--- config.mk ---
export PLATFORM = sky130hd
export DESIGN_NAME = phy_special_ctrl_intr_counters
export DESIGN_NICKNAME = d
export VERILOG_FILES = /design/src/inc/phy_regs_pkg.sv /design/src/core/phy_special_ctrl_intr_counters.sv
export SDC_FILE = /design/constraint.sdc
export NUM_CORES = 1
export LEC_CHECK = 0
export ABC_CLOCK_PERIOD_IN_PS = 3100
export BUFFER_PORTS_ARGS = -buffer_cell sky130_fd_sc_hd__buf_2
export CAP_MARGIN = 20
export CORE_MARGIN = 1.5
export CORE_UTILIZATION = 55
export DETAILED_ROUTE_END_ITERATION = 12
export MAX_ROUTING_LAYER = met4
export PLACE_DENSITY = 0.87
export SYNTH_ARGS = -nofsm -noshare
export SYNTH_HDL_FRONTEND = slang
export SYNTH_SLANG_ARGS = --single-unit
--- constraint.sdc ---
create_clock -name SYS_CLK -period 3.1 [get_ports SYS_CLK]
set_input_delay 0.775 -clock SYS_CLK [delete_from_list [all_inputs] [get_ports SYS_CLK]]
set_output_delay 0.775 -clock SYS_CLK [all_outputs]
set_load 0.1 [all_outputs]
--- src/inc/phy_regs_pkg.sv ---
package phy_regs_pkg;

   // ***************************************************
   // register addresses on the management serial bus
   // ***************************************************
   localparam logic [4:0] REG_SPECIAL_CONTROL = 5'h11;
   localparam logic [4:0] REG_LINK_INTERRUPT = 5'h12;
   localparam logic [4:0] REG_FALSE_CARRIER_COUNT = 5'h13;
   localparam logic [4:0] REG_DISCONNECT_COUNT = 5'h14;

   // ***************************************************
   // special control field positions
   // ***************************************************
   localparam int CTL_SCRAMBLER_BYPASS = 15;
   localparam int CTL_ENCODER_BYPASS = 14;
   localparam int CTL_FORCE_H_PATTERN = 13;
   localparam int CTL_FORCE_34_PATTERN = 12;
   localparam int CTL_FORCE_GOOD_LINK = 11;
   localparam int CTL_CRS_DISABLE = 9;
   localparam int CTL_AN_LOOPBACK = 7;
   localparam int CTL_TX_TRISTATE = 6;
   localparam int CTL_FORCE_POLARITY = 5;
   localparam int CTL_AUTO_POL_DISABLE = 4;
   localparam int CTL_SQUELCH_TEST_DISABLE = 3;
   localparam int CTL_EXT_SQUELCH = 2;
   localparam int CTL_LINK_CHECK_DISABLE = 1;
   localparam int CTL_JABBER_DISABLE = 0;
   localparam logic [15:0] CTRL_RESET = 16'h0000;

   // ***************************************************
   // link interrupt field positions
   // ***************************************************
   localparam int INT_ENABLE_BIT = 1;
   localparam int INT_LINK_CHANGE_BIT = 0;
   localparam logic [13:0] INT_RESERVED_READ = 14'h0000;

   // ***************************************************
   // counters
   // ***************************************************
   localparam logic [15:0] CNT_MAX = 16'hffff;
   localparam logic [15:0] CNT_ZERO = 16'h0000;
   localparam logic [15:0] CNT_ONE = 16'h0001;

   // ***************************************************
   // management frame layout
   // ***************************************************
   localparam logic [5:0] PREAMBLE_BITS = 6'h20;
   localparam logic [4:0] HDR_LAST = 5'h0c;
   localparam logic [4:0] DATA_LAST = 5'h0f;
   localparam logic [4:0] TA_SECOND = 5'h01;
   localparam logic [1:0] OP_READ = 2'h2;
   localparam logic [1:0] OP_WRITE = 2'h1;
   localparam int HDR_ST_BIT = 12;
   localparam int HDR_OP_HI = 11;
   localparam int HDR_OP_LO = 10;
   localparam int HDR_PHY_HI = 9;
   localparam int HDR_PHY_LO = 5;
   localparam int HDR_REG_HI = 4;
   localparam int HDR_REG_LO = 0;

   typedef enum logic [2:0] {
      S_PRE,
      S_HDR,
      S_TA,
      S_RD,
      S_WR
   } mdio_state_e;

endpackage

--- src/core/phy_special_ctrl_intr_counters.sv ---
`timescale 1ns/100ps
// What this block does
// (RULE_01) scrambler and encoder bypass bits drive outputs
// (RULE_02) bit 13 forces H transmit pattern
// (RULE_03) bit 12 forces 34 transmit pattern
// (RULE_04) bit 11 forces good link on detect
// (RULE_05) host writes zero to reserved bits
// (RULE_06) bit 9 disables fast receive carrier sense
// (RULE_07) bit 7 loops back auto-negotiation
// (RULE_08) bit 6 tri-states line transmit drivers
// (RULE_09) bit 5 forces reversed receive polarity
// (RULE_10) bit 4 disables automatic polarity correction
// (RULE_11) bit 3 disables squelch test
// (RULE_12) bit 2 enables extended squelch
// (RULE_13) bits 1, 0 disable link check, jabber
// (RULE_14) interrupt line only when enable set
// (RULE_15) link status change sets status bit
// (RULE_16) reading interrupt register clears status bit
// (RULE_17) interrupt reserved bits read zero
// (RULE_18) false carrier counter counts bad delimiters
// (RULE_19) back to back false carriers count disconnect
// (RULE_20) both counters saturate at all ones
// (RULE_21) counter read clears that counter
// (RULE_22) counters and status zero after reset
module phy_special_ctrl_intr_counters
   import phy_regs_pkg::*;
(
   input wire logic SYS_CLK,
   input wire logic RSTN,
   input wire logic MDC,
   input wire logic MDIO_I,
   output logic MDIO_O,
   output logic MDIO_OE,
   input wire logic [4:0] PHY_ADDR,
   input wire logic LINK_STATUS,
   input wire logic FALSE_CARRIER,
   input wire logic GOOD_START_STREAM_DELIMITER,
   input wire logic SIGNAL_DETECT_IN,
   input wire logic FAST_RECEIVE_PATH_CRS_IN,
   output logic SCRAMBLER_BYPASS,
   output logic ENCODER_BYPASS,
   output logic FORCE_H_PATTERN,
   output logic FORCE_34_PATTERN,
   output logic SIGNAL_DETECT_OUTPUT,
   output logic FAST_RECEIVE_PATH_CRS,
   output logic AN_LOOPBACK,
   output logic TX_DRIVER_TRISTATE,
   output logic FORCE_REV_POLARITY,
   output logic AUTO_POLARITY_DISABLE,
   output logic SQUELCH_TEST_DISABLE,
   output logic EXT_SQUELCH_EN,
   output logic LINK_CHECK_DISABLE,
   output logic JABBER_DISABLE,
   output logic LINK_IRQ
);

   // ***************************************************
   // state
   // ***************************************************
   typedef struct packed {
      mdio_state_e st;
      logic mdc_s1;
      logic mdc_s2;
      logic mdc_s3;
      logic mdio_s1;
      logic mdio_s2;
      logic [4:0] phy_s1;
      logic [4:0] phy_s2;
      logic [5:0] pre_cnt;
      logic [4:0] bit_cnt;
      logic [15:0] shift;
      logic op_read;
      logic [4:0] reg_addr;
      logic mdio_o;
      logic mdio_oe;
      logic [15:0] ctrl;
      logic int_en;
      logic link_chg;
      logic link_prev;
      logic primed;
      logic [15:0] fc;
      logic [15:0] dc;
      logic fc_run;
      logic dc_done;
      logic irq;
      logic sd_out;
      logic crs_out;
   } state_s;

   // all-zero also selects S_PRE and CTRL_RESET
   localparam state_s RESET_VAL = '0;

   state_s r;
   state_s n;

   function automatic logic [15:0] sat_inc(input logic [15:0] v);
      return (v == CNT_MAX) ? v : 16'(v + CNT_ONE);
   endfunction

   function automatic logic [15:0] read_word(input state_s s);
      unique case (s.reg_addr)
         REG_SPECIAL_CONTROL: return s.ctrl;
         REG_LINK_INTERRUPT: return {INT_RESERVED_READ, s.int_en, s.link_chg}; // RULE_17
         REG_FALSE_CARRIER_COUNT: return s.fc;
         REG_DISCONNECT_COUNT: return s.dc;
         default: return CNT_ZERO;
      endcase
   endfunction

   // ***************************************************
   // frame events
   // ***************************************************
   logic mdc_rise;
   logic mdio_s;
   logic rd_load;
   logic rd18;
   logic rd19;
   logic rd20;
   logic wr_done;
   logic [15:0] wr_data;
   logic link_change;
   logic dc_event;

   // both synchronisers have equal depth, so data lines up with the edge
   assign mdc_rise = r.mdc_s2 & ~r.mdc_s3;
   assign mdio_s = r.mdio_s2;
   assign rd_load = mdc_rise && (r.st == S_TA) && (r.bit_cnt == TA_SECOND) && r.op_read;
   assign rd18 = rd_load && (r.reg_addr == REG_LINK_INTERRUPT);
   assign rd19 = rd_load && (r.reg_addr == REG_FALSE_CARRIER_COUNT);
   assign rd20 = rd_load && (r.reg_addr == REG_DISCONNECT_COUNT);
   assign wr_done = mdc_rise && (r.st == S_WR) && (r.bit_cnt == DATA_LAST);
   assign wr_data = {r.shift[14:0], mdio_s};
   assign link_change = r.primed && (LINK_STATUS != r.link_prev);
   assign dc_event = FALSE_CARRIER && r.fc_run && !r.dc_done;

   // ***************************************************
   // next state
   // ***************************************************
   always_comb begin
      logic [12:0] hdr;
      hdr = '0;
      n = r;
      n.mdc_s1 = MDC;
      n.mdc_s2 = r.mdc_s1;
      n.mdc_s3 = r.mdc_s2;
      n.mdio_s1 = MDIO_I;
      n.mdio_s2 = r.mdio_s1;
      n.phy_s1 = PHY_ADDR;
      n.phy_s2 = r.phy_s1;

      if (mdc_rise) begin
         unique case (r.st)
            S_PRE: begin
               if (mdio_s) begin
                  if (r.pre_cnt != PREAMBLE_BITS) begin
                     n.pre_cnt = 6'(r.pre_cnt + 6'h01);
                  end
               end else if (r.pre_cnt == PREAMBLE_BITS) begin
                  n.st = S_HDR;
                  n.bit_cnt = '0;
               end else begin
                  n.pre_cnt = '0;
               end
            end
            S_HDR: begin
               n.shift = wr_data;
               n.bit_cnt = 5'(r.bit_cnt + 5'h01);
               if (r.bit_cnt == HDR_LAST) begin
                  hdr = wr_data[12:0];
                  n.bit_cnt = '0;
                  n.pre_cnt = '0;
                  n.op_read = (hdr[HDR_OP_HI:HDR_OP_LO] == OP_READ);
                  n.reg_addr = hdr[HDR_REG_HI:HDR_REG_LO];
                  // frames for other ports or with bad codes wait for a new preamble
                  if (hdr[HDR_ST_BIT] && (hdr[HDR_PHY_HI:HDR_PHY_LO] == r.phy_s2) &&
                      ((hdr[HDR_OP_HI:HDR_OP_LO] == OP_READ) || (hdr[HDR_OP_HI:HDR_OP_LO] == OP_WRITE))) begin
                     n.st = S_TA;
                  end else begin
                     n.st = S_PRE;
                  end
               end
            end
            S_TA: begin
               if (r.bit_cnt != TA_SECOND) begin
                  n.bit_cnt = TA_SECOND;
                  if (r.op_read) begin
                     n.mdio_oe = 1'b1;
                     n.mdio_o = 1'b0;
                  end
               end else begin
                  n.bit_cnt = '0;
                  if (r.op_read) begin
                     n.shift = read_word(r);
                     n.mdio_o = n.shift[15];
                     n.st = S_RD;
                  end else begin
                     n.st = S_WR;
                  end
               end
            end
            S_RD: begin
               if (r.bit_cnt == DATA_LAST) begin
                  n.mdio_oe = 1'b0;
                  n.mdio_o = 1'b0;
                  n.st = S_PRE;
               end else begin
                  n.shift = {r.shift[14:0], 1'b0};
                  n.mdio_o = r.shift[14];
                  n.bit_cnt = 5'(r.bit_cnt + 5'h01);
               end
            end
            S_WR: begin
               n.shift = wr_data;
               n.bit_cnt = 5'(r.bit_cnt + 5'h01);
               if (r.bit_cnt == DATA_LAST) begin
                  n.st = S_PRE;
                  // reserved bits are stored as written; keeping them zero is up to the host
                  if (r.reg_addr == REG_SPECIAL_CONTROL) begin
                     n.ctrl = wr_data; // RULE_05
                  end
                  if (r.reg_addr == REG_LINK_INTERRUPT) begin
                     n.int_en = wr_data[INT_ENABLE_BIT];
                  end
               end
            end
         endcase
      end

      // link change: first cycle after reset only learns the level
      n.primed = 1'b1;
      n.link_prev = LINK_STATUS;
      if (link_change) begin
         n.link_chg = 1'b1; // RULE_15
      end else if (rd18) begin
         n.link_chg = 1'b0; // RULE_16
      end

      // a read clears, an event in the same cycle still counts
      n.fc = rd19 ? CNT_ZERO : r.fc; // RULE_21
      if (FALSE_CARRIER) begin
         n.fc = sat_inc(n.fc); // RULE_18 RULE_20
      end
      n.dc = rd20 ? CNT_ZERO : r.dc; // RULE_21
      if (dc_event) begin
         n.dc = sat_inc(n.dc); // RULE_19 RULE_20
      end
      // one disconnect per run; a good delimiter ends the run
      if (FALSE_CARRIER) begin
         n.fc_run = 1'b1;
         n.dc_done = r.dc_done | dc_event;
      end else if (GOOD_START_STREAM_DELIMITER) begin
         n.fc_run = 1'b0;
         n.dc_done = 1'b0;
      end

      n.irq = n.int_en & n.link_chg; // RULE_14
      n.sd_out = n.ctrl[CTL_FORCE_GOOD_LINK] | SIGNAL_DETECT_IN; // RULE_04
      n.crs_out = ~n.ctrl[CTL_CRS_DISABLE] & FAST_RECEIVE_PATH_CRS_IN; // RULE_06
   end

   always_ff @(posedge SYS_CLK) begin
      if (!RSTN) begin
         r <= RESET_VAL; // RULE_22
      end else begin
         r <= n;
      end
   end

   // ***************************************************
   // outputs
   // ***************************************************
   assign MDIO_O = r.mdio_o;
   assign MDIO_OE = r.mdio_oe;
   assign SCRAMBLER_BYPASS = r.ctrl[CTL_SCRAMBLER_BYPASS]; // RULE_01
   assign ENCODER_BYPASS = r.ctrl[CTL_ENCODER_BYPASS]; // RULE_01
   assign FORCE_H_PATTERN = r.ctrl[CTL_FORCE_H_PATTERN]; // RULE_02
   assign FORCE_34_PATTERN = r.ctrl[CTL_FORCE_34_PATTERN]; // RULE_03
   assign SIGNAL_DETECT_OUTPUT = r.sd_out;
   assign FAST_RECEIVE_PATH_CRS = r.crs_out;
   assign AN_LOOPBACK = r.ctrl[CTL_AN_LOOPBACK]; // RULE_07
   assign TX_DRIVER_TRISTATE = r.ctrl[CTL_TX_TRISTATE]; // RULE_08
   assign FORCE_REV_POLARITY = r.ctrl[CTL_FORCE_POLARITY]; // RULE_09
   assign AUTO_POLARITY_DISABLE = r.ctrl[CTL_AUTO_POL_DISABLE]; // RULE_10
   assign SQUELCH_TEST_DISABLE = r.ctrl[CTL_SQUELCH_TEST_DISABLE]; // RULE_11
   assign EXT_SQUELCH_EN = r.ctrl[CTL_EXT_SQUELCH]; // RULE_12
   assign LINK_CHECK_DISABLE = r.ctrl[CTL_LINK_CHECK_DISABLE]; // RULE_13
   assign JABBER_DISABLE = r.ctrl[CTL_JABBER_DISABLE]; // RULE_13
   assign LINK_IRQ = r.irq;
endmodule

==> impl_metrics.toml <==
[status]
outcome = "complete, no violations"

[timing]
setup_tns_ns = 0
slew-limit-headroom_pct = 53.15
hold_ws_ns = 0.4443
period_share_pct = 94.83
hold_violations = 0
skew_ns = 0.009630
slew_viol_final = 0
fmax_mhz = 340.2
rsz0062_at_grt = "no"
setup_viol = 0
fin_crit_ns = 2.940
max_slew.worst_pin.slew_ns = 0.6851

[yosys]
yosysMostFrequentCell = "dfxtp_1"
synth_flop_cell = "dfxtp_1"
synth_area_per_cell_um2 = 8.440
synthMuxAreaShare_pct = 5.686
synth_top_family_by_area = "simple AND/OR/NAND/NOR gates"
yosysTopAreaCellShare_pct = 40.15
synthAdderAreaFrac_pct = 2.072
synth-seq-cells = 109
syn_inst = 644
yosysTopAreaCell = "dfxtp_1"
yosys.area_share.xor_xnor_pct = 4.673
synth-edff-count = 0
synthesis.nets = 667
yosysSeqAreaShare_pct = 40.15
yosys-top-cells-area = "dfxtp_1 (40%), a21oi_1 (5.4%), nand2_1 (4.6%)"
ys_async_sr_fraction_pct = 0
synthSimpleGateAreaFrac_pct = 24.13
ys_top_cells_by_count = "dfxtp_1 (109), nand2_1 (67), nor2_1 (62)"
synth_cell_types = 67
syn_area_mm2 = 0.005435
synth_compound_area_share_pct = 18.85
yosysWarnings = 0

[global_routing]
grtUsageMet1_pct = 35.74
grt_pass1_wl_um = 22210
grt_max_degree = 31
gr-total-overflow = 0
grt.met3_usage_pct = 4.856
busiest_layer = "met2"
grt_use_met2_pct = 43.91
antenna_found_initial = 0
track_usage_pct = 27.69
grt_pass1_vias = 4597

[clock_network]
cts.sinks = 109
clock_latency_ns = 0.37
cts_tree = "done"
cts-root-buf = "clkbuf_8"
clkTransAtPathRegs_ns = 0.11
cts-htree-levels = 3
cts_hold_buf = 0
cts_buffers = 9
ctsLongestPathBuffers = 2

[power]
p_sw_share_pct = 22.58
p_leak_nw = 2.203
total_power_w = 0.002586
switchingPower_w = 0.0005839
power.internal_w = 0.002002
clkPwrFrac_pct = 41.0
p_seq_share_pct = 55.3
peakVddDrop_v = 0.0003440
combPwrFrac_pct = 3.7
powerDensity_mw_per_mm2 = 428.0

[hold_path]
holdPathStages = 1
min_path_type = "reg -> reg"

[setup_path]
critPathKind = "reg -> reg"
crit_arrival_ns = 3.21
cp-start-kind = "flop"
cp-end-kind = "flop"
worstPathRequired_ns = 3.37
reg2reg_depth = 11
cp.buffers_inverters = 1
cp_slowest_cell = "or4b_4"
critPathMaxFanout = 8
crit_chain = "inv_1 -> ha_1 -> or4b_4 -> nor3_4 -> nand2_1 -> and2_1 -> ha_1 -> and2_1 -> nand2b_1 -> o21ai_0 -> a32o_1"
worst_path_largest_cell_delay_ns = 0.52
crit_family = "simple AND/OR/NAND/NOR gates"
worst-path-stages = 11

[layout]
num-fill-cells = 774
drive_above_1_share_pct = 16.07
stdcell_count = 805
nets = 690
regMostFlops = "r"
seqCellArea_mm2 = 0.002182
area_delta_synth_final_pct = 11.16
multi_input_area_mm2 = 0.003043
antenna_cells = 0
largest_reg_flops = 83

[floorplan]
die_x_um = 102.4
rows = 36
ios = 31
start_util_pct = 56.12
die_h_um = 102.4
dieArea_mm2 = 0.01049
coreArea_mm2 = 0.009684

[placement]
hpwl_um = 9514
place_inst = 789
portBuffers = 30
place.gp.congestion = 0.9551

[route]
vias = 4983
wl_um = 13700
drc = 0
ant_nets = 0
via_per_inst = 6.190
dr.pass1.iters = 6
dr.first_iter.drc_count = 586
wl_per_cell_um = 17.02

[job]
cap_violations = 0
## metrics by stage
stage,utilization [%],instance area [um^2],worst slack [ns]
after global placement,59.60,5772,-0.005333
after global routing,62.39,6042,0.01182
after CTS,62.26,6030,0.1159
final,62.39,6042,0.1604
after detailed placement,59.60,5772,-0.1581
after floorplan,-,5435,0.1613
## metal layers
layer	up-vias	part of all wire (%)	routed length, um
li1	2328	-	-
met1	2360	42	5755
met2	261	48	6566
met3	34	8.2	1117
met4	0	1.9	261
met5	-	0	0
## timing repair
item,4_1_cts,5_1_grt
endpoints found under the setup margin,5,10
buffers inserted,0,0
gates resized for setup,1,2
## worst paths after layout
| check | from | endpoint | slack, ns |
|---|---|---|---|
| worst min-delay path | n[102] | mdio_s | 0.44 |
| worst min register to register | n[102] | mdio_s | 0.44 |
| worst max-delay path | r[82] | r[5] | 0.16 |
| worst max register to register | r[82] | r[5] | 0.16 |
## power by group through the flow
stage          Sequential (W)  Combinational, W  Clock, W
2_1_floorplan         0.00147         0.0000581         0
3_3_place_gp          0.00146         0.0000918         0
3_5_place_dp          0.00146         0.0000957         0
4_1_cts               0.00143         0.0000959   0.00107
5_1_grt               0.00143          0.000106   0.00112
6_report              0.00143         0.0000965   0.00106
## cell type report
cell class / count / share of cell area (%)
clock inverter: 7 / 2.112
inverter: 17 / 1.056
multi-input combinational: 477 / 50.36
tap: 133 / 2.754
sequential: 109 / 36.12
timing repair buffer: 53 / 5.550
clock buffer: 9 / 2.050
## cells in the final DEF, fill, tap and decap left out, types with 4 or more instances in the layout
cell type	count
o21a_1	5
mux2i_1	14
nand2b_1	7
buf_4	22
xor2_1	17
o21ai_0	28
nor2b_1	8
o2111ai_1	6
dfxtp_1	109
a21oi_1	59
nor2_1	62
nand3_1	17
nand2_1	67
clkbuf_8	9
nand4_1	11
a311oi_1	4
buf_2	30
xnor2_1	12
inv_1	17
mux2_2	15
and2_1	21
or3_1	5
o22ai_1	4
ha_1	9
nor4b_1	4
a32oi_1	13
a22oi_1	7
nor3_1	12
nand3b_1	5
## kinds of logic (layout without fill, tap and decap cells)
| kind of cell | count (synthesis) | count (layout) |
|---|---|---|
| and+or+nand+nor | 253 | 253 |
| AOI/OAI and AO/OA | 157 | 157 |
| DFF | 109 | 109 |
| buffers and inverters | 58 | 86 |
| xor gates and xnor gates | 29 | 29 |
| muxes | 29 | 29 |
| adders and majority gates | 9 | 9 |
## worst register-to-register path, stage by stage (launching register included)
cell	delay, ns
dfxtp_1	0.33
inv_1	0.07
ha_1	0.15
or4b_4	0.52
nor3_4	0.23
nand2_1	0.21
and2_1	0.24
ha_1	0.24
and2_1	0.22
nand2b_1	0.15
o21ai_0	0.16
a32o_1	0.32
Power figures use the tool's default switching activity.
